<file path="config.mk">
export PLATFORM = sky130hd
export DESIGN_NAME = esq_led_ctrl
export DESIGN_NICKNAME = d
export VERILOG_FILES = /design/src/hdl/esq_pkg.sv /design/src/hdl/esq_led_ctrl.sv /design/src/hdl/esq_interval.sv
export SDC_FILE = /design/constraint.sdc
export NUM_CORES = 1
export LEC_CHECK = 0
export BUFFER_PORTS_ARGS = -buffer_cell sky130_fd_sc_hd__buf_4
export CAP_MARGIN = 20
export CELL_PAD_IN_SITES_DETAIL_PLACEMENT = 1
export CELL_PAD_IN_SITES_GLOBAL_PLACEMENT = 1
export CORE_UTILIZATION = 45
export CTS_CLUSTER_DIAMETER = 200
export DETAILED_ROUTE_END_ITERATION = 16
export PLACE_DENSITY = 0.8
export SLEW_MARGIN = 20
export SYNTH_ARGS = -nofsm -noshare
export SYNTH_HDL_FRONTEND = slang
export SYNTH_SLANG_ARGS = --single-unit
</file>
<file path="constraint.sdc">
create_clock -name clk_sys -period 2.4 [get_ports clk_sys]
set_input_delay 0.12 -clock clk_sys [delete_from_list [all_inputs] [get_ports clk_sys]]
set_output_delay 0.12 -clock clk_sys [all_outputs]
set_load 0.005 [all_outputs]
</file>
<file path="src/hdl/esq_pkg.sv">
// Package for the encoder signal quality LED indicator
package esq_pkg;

    // Clock rate of clk_sys in Hz
    localparam int unsigned CLK_HZ = 20000000;
    // Reference hold-off time in ms
    localparam int unsigned HOLDOFF_MS = 500;
    // Hold-off in clock cycles, exact at this clock rate
    localparam int unsigned HOLDOFF_CYC = (HOLDOFF_MS * (CLK_HZ / 1000));
    // Default half blink period in ms
    localparam int unsigned BLINK_HALF_MS = 125;
    // Default half blink period in cycles
    localparam int unsigned BLINK_HALF_CYC = BLINK_HALF_MS * (CLK_HZ / 1000);
    // Default reference indication length in ms
    localparam int unsigned REF_SHOW_MS = 1000;
    // Default reference indication length in cycles
    localparam int unsigned REF_SHOW_CYC = REF_SHOW_MS * (CLK_HZ / 1000);
    // Counter width for all long intervals
    localparam int unsigned CNT_W = 25;

    // Main track quality grades
    typedef enum logic [1:0]
    {
        ESQ_Q_FAIL = 2'h0,
        ESQ_Q_GOOD = 2'h1,
        ESQ_Q_VGOOD = 2'h2
    } esq_qual_e;

    // Display selector state
    typedef enum logic [1:0]
    {
        ESQ_ST_MAIN = 2'h0,
        ESQ_ST_REF_OK = 2'h1,
        ESQ_ST_REF_BAD = 2'h2
    } esq_state_e;

    // LED drive, one bit per colour
    typedef struct packed
    {
        logic red;
        logic green;
        logic blue;
    } esq_led_s;

    // Reference mark event with its verdict
    typedef struct packed
    {
        logic pass;
        logic in_tol;
    } esq_ref_s;

    // All LEDs off
    localparam esq_led_s LED_OFF = 3'h0;

endpackage

</file>
<file path="src/hdl/esq_led_ctrl.sv">
// Tricolour LED indicator for main track and reference index quality
`timescale 1ns/1ps
`default_nettype none

// The quality grades arrive already judged; this block only maps them to
// colours, blinks them and arbitrates between the main-track indication and
// the short reference-mark indication. LED drive is active high per colour.
// Limitation: the blink phase runs free, so the first lit half of an
// indication may be shortened by up to one blink half period.

// Overview of operation
// - Stand-alone, very good signals: steady green
// - Stand-alone, good signals: blinking green
// - Stand-alone, out of tolerance: blinking red
// - Reference index in tolerance: blinking blue
// - Reference index out of tolerance: blinking red
// - Test box: steady green, main evaluation off
// - Mark within hold-off: no reference report
// - Hold-off keeps main indication visible
module esq_led_ctrl #(
    // Half blink period in clock cycles
    parameter int unsigned BLINK_HALF = esq_pkg::BLINK_HALF_CYC,
    // Length of a reference indication in clock cycles
    parameter int unsigned REF_SHOW = esq_pkg::REF_SHOW_CYC,
    // Reference hold-off in clock cycles
    parameter int unsigned HOLDOFF = esq_pkg::HOLDOFF_CYC
)
(
    input wire logic clk_sys,
    input wire logic reset_n,
    input wire logic test_box_present,
    input wire esq_pkg::esq_qual_e main_quality,
    input wire esq_pkg::esq_ref_s reference_index,
    output var esq_pkg::esq_led_s led_ff
);

    // Blink phase divider count
    logic [esq_pkg::CNT_W-1:0] blink_cnt_ff;
    // Blink phase, high means lit
    logic blink_ff;
    // Display state
    esq_pkg::esq_state_e state_ff;
    // Next display state
    esq_pkg::esq_state_e nxt_state;
    // Next LED value
    esq_pkg::esq_led_s nxt_led;
    // Main-track colour for this cycle
    esq_pkg::esq_led_s main_led;
    // Good-mark colour for this cycle
    esq_pkg::esq_led_s ok_led;
    // Bad-mark colour for this cycle
    esq_pkg::esq_led_s bad_led;
    // Display sits in the main-track state
    logic in_main;
    // Hold-off running since last mark
    logic hold_busy;
    // Reference display still running
    logic show_busy;
    // Mark accepted for display
    logic ref_accept;
    // Blink phase end pulse
    wire blink_tick = (blink_cnt_ff == esq_pkg::CNT_W'(BLINK_HALF - 1));

    // Main-track colour for one blink phase; the test box masks the grade
    function automatic esq_pkg::esq_led_s main_colour
    (
        logic box,
        esq_pkg::esq_qual_e grade,
        logic phase
    );
        // Colour being built
        esq_pkg::esq_led_s col;
        col = esq_pkg::LED_OFF;
        if (box)
            col.green = 1'h1;
        else if (grade == esq_pkg::ESQ_Q_VGOOD)
            col.green = 1'h1;
        else if (grade == esq_pkg::ESQ_Q_GOOD)
            col.green = phase;
        else
            col.red = phase;
        return col;
    endfunction

    // Reference colour for one blink phase: blue in tolerance, else red
    function automatic esq_pkg::esq_led_s ref_colour
    (
        logic in_tol,
        logic phase
    );
        // Colour being built
        esq_pkg::esq_led_s col;
        col = esq_pkg::LED_OFF;
        if (in_tol)
            col.blue = phase;
        else
            col.red = phase;
        return col;
    endfunction

    // Main-track indication for the present blink phase
    assign main_led = main_colour(test_box_present, main_quality, blink_ff);
    // Good-mark indication, the same in both modes
    assign ok_led = ref_colour(1'h1, blink_ff);
    // Bad-mark indication, the same in both modes
    assign bad_led = ref_colour(1'h0, blink_ff);

    // Marks are only taken while the main-track indication is on the LED
    assign in_main = (state_ff == esq_pkg::ESQ_ST_MAIN);

    // Every mark restarts the hold-off, so a dense train of marks shows only its first mark.
    // A mark during a running display is dropped as well: otherwise marks
    // spaced just beyond the hold-off would restart the display for ever and
    // hide the main-track indication.
    assign ref_accept = reference_index.pass && !hold_busy && in_main;

    // Hold-off timer, restarted by every passed mark.
    // Refused marks retrigger it too, so the hold-off is measured from the
    // last mark seen, shown or not.
    esq_interval #(
        .LEN(HOLDOFF)
    ) u_holdoff (
        .clk_sys(clk_sys),
        .reset_n(reset_n),
        .start(reference_index.pass),
        .busy(hold_busy)
    );

    // Reference indication length timer
    // Started by accepted marks only, so a display is never stretched
    esq_interval #(
        .LEN(REF_SHOW)
    ) u_show (
        .clk_sys(clk_sys),
        .reset_n(reset_n),
        .start(ref_accept),
        .busy(show_busy)
    );

    // Blink divider: one enable pulse per half period.
    // The phase is shared by every blinking colour, so a change of colour
    // never restarts the blink and the rhythm stays even on the LED.
    always_ff @(posedge clk_sys or negedge reset_n)
    begin
        if (!reset_n)
        begin
            // Start lit, counter at the beginning of a half period
            blink_cnt_ff <= '0;
            blink_ff <= 1'h1;
        end
        else if (blink_tick)
        begin
            blink_cnt_ff <= '0;
            blink_ff <= ~blink_ff;
        end
        else
            blink_cnt_ff <= blink_cnt_ff + 1'h1;
    end

    // Reference display overrides main track, then falls back to it
    // Marks reach the reference states only through ref_accept
    always_comb
    begin
        nxt_state = state_ff;
        case (state_ff)
            esq_pkg::ESQ_ST_MAIN:
            begin
                // Accepted mark takes over the LED
                // Verdict is taken in the same cycle as the mark
                if (ref_accept)
                    nxt_state = reference_index.in_tol ? esq_pkg::ESQ_ST_REF_OK
                                                       : esq_pkg::ESQ_ST_REF_BAD;
            end
            esq_pkg::ESQ_ST_REF_OK, esq_pkg::ESQ_ST_REF_BAD:
            begin
                // Return once the show time runs out
                if (!show_busy)
                    nxt_state = esq_pkg::ESQ_ST_MAIN;
            end
            default:
                nxt_state = esq_pkg::ESQ_ST_MAIN;
        endcase
    end

    // LED colour selection; the reference display takes precedence
    always_comb
    begin
        nxt_led = esq_pkg::LED_OFF;
        case (state_ff)
            // Good mark on show
            esq_pkg::ESQ_ST_REF_OK:
                nxt_led = ok_led;
            // Bad mark on show
            esq_pkg::ESQ_ST_REF_BAD:
                nxt_led = bad_led;
            // Main-track or power indication
            esq_pkg::ESQ_ST_MAIN:
                nxt_led = main_led;
            // Unused state code keeps the LED dark
            default:
                nxt_led = esq_pkg::LED_OFF;
        endcase
    end

    // State and LED registers; LED output comes straight from a flop
    // The extra cycle of latency is traded for a glitch-free LED drive
    always_ff @(posedge clk_sys or negedge reset_n)
    begin
        if (!reset_n)
        begin
            // LED dark while reset is held
            state_ff <= esq_pkg::ESQ_ST_MAIN;
            led_ff <= esq_pkg::LED_OFF;
        end
        else
        begin
            // One cycle from quality and test box inputs to LED, two from a mark via state_ff
            state_ff <= nxt_state;
            led_ff <= nxt_led;
        end
    end

endmodule // esq_led_ctrl

`default_nettype wire

</file>
<file path="src/hdl/esq_interval.sv">
// Restartable down counter that flags when an interval is running
`timescale 1ns/1ps
`default_nettype none

module esq_interval #(
    parameter int unsigned LEN = 4
)
(
    input wire logic clk_sys,
    input wire logic reset_n,
    input wire logic start,
    output logic busy
);

    // Remaining cycles of the interval
    logic [esq_pkg::CNT_W-1:0] left_ff;
    // Next remaining count
    logic [esq_pkg::CNT_W-1:0] nxt_left;

    // Restart loads the full length, otherwise count down to zero
    assign nxt_left = start ? esq_pkg::CNT_W'(LEN) :
                      (left_ff != '0) ? left_ff - 1'h1 : left_ff;
    assign busy = (left_ff != '0);

    // Counter register
    always_ff @(posedge clk_sys or negedge reset_n)
    begin
        if (!reset_n)
            left_ff <= '0;
        else
            left_ff <= nxt_left;
    end

endmodule // esq_interval

`default_nettype wire

</file>
==> flow_summary.toml <==
[setup_path]
slowest_delay_ns = 0.55
crit_chain = "or4_4 -> or2_4 -> clkbuf_2 -> or4_1 -> a21oi_1"
slowest_stage = "or4_1"
crit_arrival_ns = 2.56
critPathTopFamily = "simple AND/OR/NAND/NOR gates"
path_buf_inv = 1
r2r_cells = 5
end_kind = "register"
cp_data_required_time_ns = 2.65
worstPathMaxFanout = 7
critPathKind = "reg -> reg"
startpoint_type = "register"
cp.depth = 5

[route]
top_layer = "met4"
first_iter_violations = 153
antenna_left = 0
wl_mm = 9.91
met3_length_um = 165
vias = 3328
routedWlPerCell_um = 17.4
drcViolationCount = 0
wl_met2_mm = 4.96
wl_met1_mm = 4.67
drt_first_pass_iters = 4
detail_route.vias_per_cell = 5.85

[floorplanning]
core_um2 = 8890
die_h_um = 98.7
ioPinCount = 10
die_x_um = 98.7
rows = 34
dieArea_um2 = 9740
start_util_pct = 47.3

[layout]
n_fill_cell = 999
stdcell_area_um2 = 4790
n_antenna_cell = 0
stdcell_count = 569
areaGrowthSynthToFinish_pct = 13.9
seq_area_um2 = 2030
drive_above_1_share_pct = 14.1
multi_input_area_um2 = 2120
fin_nets = 472

[synth]
netlist-cell-type-count = 53
synth_area_leaders = "dfrtp_1 (48%), xor2_1 (7.3%), nor2_1 (4.1%)"
synth_adder_area_share_pct = 2.68
ys.warnings.count = 0
yosysSeqAreaShare_pct = 48.2
ys_seq_elements = 81
synth-simple-area-share_pct = 26.5
synth_top_area_share_pct = 47.6
synth_top_family_by_area = "simple AND/OR/NAND/NOR gates"
netlist_area_um2 = 4210
synthFlopType = "dfrtp_1"
synth_area_per_cell_um2 = 9.95
synthCells = 423
synth_edf_count = 0
synth_xor_xnor_area_share_pct = 10.2
muxShareOfSynthArea_pct = 0.981
synth_area_leader_cell = "dfrtp_1"
async_flop_share_pct = 100
synth_compound_area_share_pct = 9.25
synth_fp_nets = 439

[placed_design]
gp_congestion = 0.775
dp.cells = 547
dp_slack_ns = 0.0561
io_buffers = 9
placed_area_um2 = 4530
hpwlAfterDp_mm = 6.85

[clock_network]
clk_pin_slew_ns = 0.09
cts_tree = "yes"
cts_sinks = 81
clock-root-buffer = "clkbuf_8"
clockBufferDepth = 2
numCtsBuffers = 9
cts_max_level = 3
clock_latency_ns = 0.35

[power]
p_per_area_nw_per_um2 = 556
irDropWorstVdd_v = 0.000312
leakage_nw = 1.81
p_total_mw = 2.66

[timing]
fmax_mhz = 432
period_minus_slack_ns = 2.31
finalHoldViolCount = 0
setup_viol = 0
fin_skew_ns = 0.00919
timing.setup.tns_ns = 0
tightest_slew_ns = 0.631
slew_violations = 0
worst_slack_ns = 0.0859
worst_slew_margin_rel_pct = 57.9
period_share_pct = 96.4

[grt]
grt_pass1_vias = 3466
grt_first_pass_wirelength_mm = 17.1
antenna_found_initial = 0
grt_max_degree = 50
grt-ovfl-total = 0
grt_usage_pct = 22.2

[hold_path]
hold_depth = 3
hp-class = "in -> reg"

[status]
outcome = "completed"

[flow_run]
max-cap-violations = 0
## Yosys cell counts (all sizes together) (4+ instances only)
master	number
o21ai	17
nand2	20
xor2	35
dfrtp	80
or3	16
nand3	26
and4	5
ha	9
inv	10
nand3b	4
nor4	16
or2	4
a21oi	13
o31ai	10
nand2b	4
nor2b	4
xnor2	14
nor2	46
nor3	13
and3	8
clkbuf	10
nand4	7
or4	11
## worst paths after layout
check | slack (ns) | start | end
max | 0.09 | u_holdoff.left_ff[13] | u_holdoff.left_ff[16]
min | 0.06 | main_quality[1] | led_ff[1]
max reg2reg | 0.09 | u_holdoff.left_ff[13] | u_holdoff.left_ff[16]
min reg2reg | 0.48 | blink_cnt_ff[24] | blink_cnt_ff[24]
max in group asynchronous | 1.37 | reset_n | blink_ff
min in group asynchronous | 0.32 | reset_n | u_show.left_ff[17]
## stage by stage
step,utilization (%),hold slack (ns)
2_1_floorplan,-,-0.176
3_3_place_gp,50.9,0.182
3_5_place_dp,50.9,0.188
4_1_cts,53.3,0.0558
5_1_grt,53.9,0.0842
6_report,53.9,0.0627
## layout by cell type (no fill, tap or decap), types with 3 or more instances in the layout
master | synthesis | final
o211ai_1 | 3 | 3
o31a_1 | 3 | 3
or4_1 | 10 | 10
mux2i_1 | 3 | 3
nor4_2 | 1 | 4
o21ai_0 | 17 | 16
nor3_1 | 13 | 13
and3_1 | 8 | 8
clkbuf_8 | 0 | 10
xor2_1 | 35 | 35
xnor2_1 | 14 | 14
buf_4 | 0 | 31
o31ai_1 | 8 | 8
dfrtp_1 | 80 | 80
nand3_1 | 25 | 25
nor3b_1 | 3 | 3
nand2b_1 | 4 | 4
a21oi_1 | 13 | 12
and4_1 | 5 | 5
ha_1 | 9 | 9
nand2_1 | 20 | 20
nand3b_1 | 4 | 4
nor4_1 | 15 | 12
nand4_1 | 7 | 7
nor2_1 | 46 | 46
or3_1 | 16 | 16
nor2b_1 | 4 | 4
a31oi_1 | 3 | 3
inv_1 | 10 | 10
## final cells by class
class / instances / share of cell area [%]
Timing Repair Buffer: 35 / 5.79
Tap cell: 108 / 2.82
Inverter: 10 / 0.783
Sequential cell: 81 / 42.3
Multi-Input combinational cell: 319 / 44.2
Clock buffer: 11 / 2.95
Clock inverter: 5 / 1.15
## routing by layer
metal,global-route usage [%],up-vias
met5,0,-
met4,6.54,0
met3,3.69,10
met2,37.8,24
met1,29.2,1695
li1,-,1599
## registers in the layout (all words and copies together), names as in the netlist
| signal | cells |
|---|---|
| blink_cnt_ff | 25 |
| u_holdoff.left_ff | 25 |
| u_show.left_ff | 25 |
| led_ff | 3 |
| state_ff | 2 |
| blink_ff | 1 |
## cell families (layout without fill, tap and decap cells)
family,count (synthesis),count (layout)
adders and majority gates,9,9
buffers and inverters,23,61
AOI/OAI and AO/OA,58,58
muxes,4,4
and+or+nand+nor,199,199
xor gates and xnor gates,49,49
DFF,81,81
## worst register-to-register path, cell delays in order, from the launching register on
cell and delay (ns):
dfrtp_1 0.41, or4_4 0.54, or2_4 0.32, clkbuf_2 0.16, or4_1 0.55, a21oi_1 0.25
## power by group
| group | switching [mW] | internal, mW |
|---|---|---|
| Combinational | 0.141 | 0.0930 |
| Sequential | 0.0340 | 1.39 |
| Clock | 0.498 | 0.506 |
## what timing repair did
action	CTS	global route
buffers inserted	0	4
hold buffers	2	0
gates resized for setup	0	7
endpoints found under the setup margin	0	15
hold endpoints to repair	47	0
(Power assumes the default switching activity.)
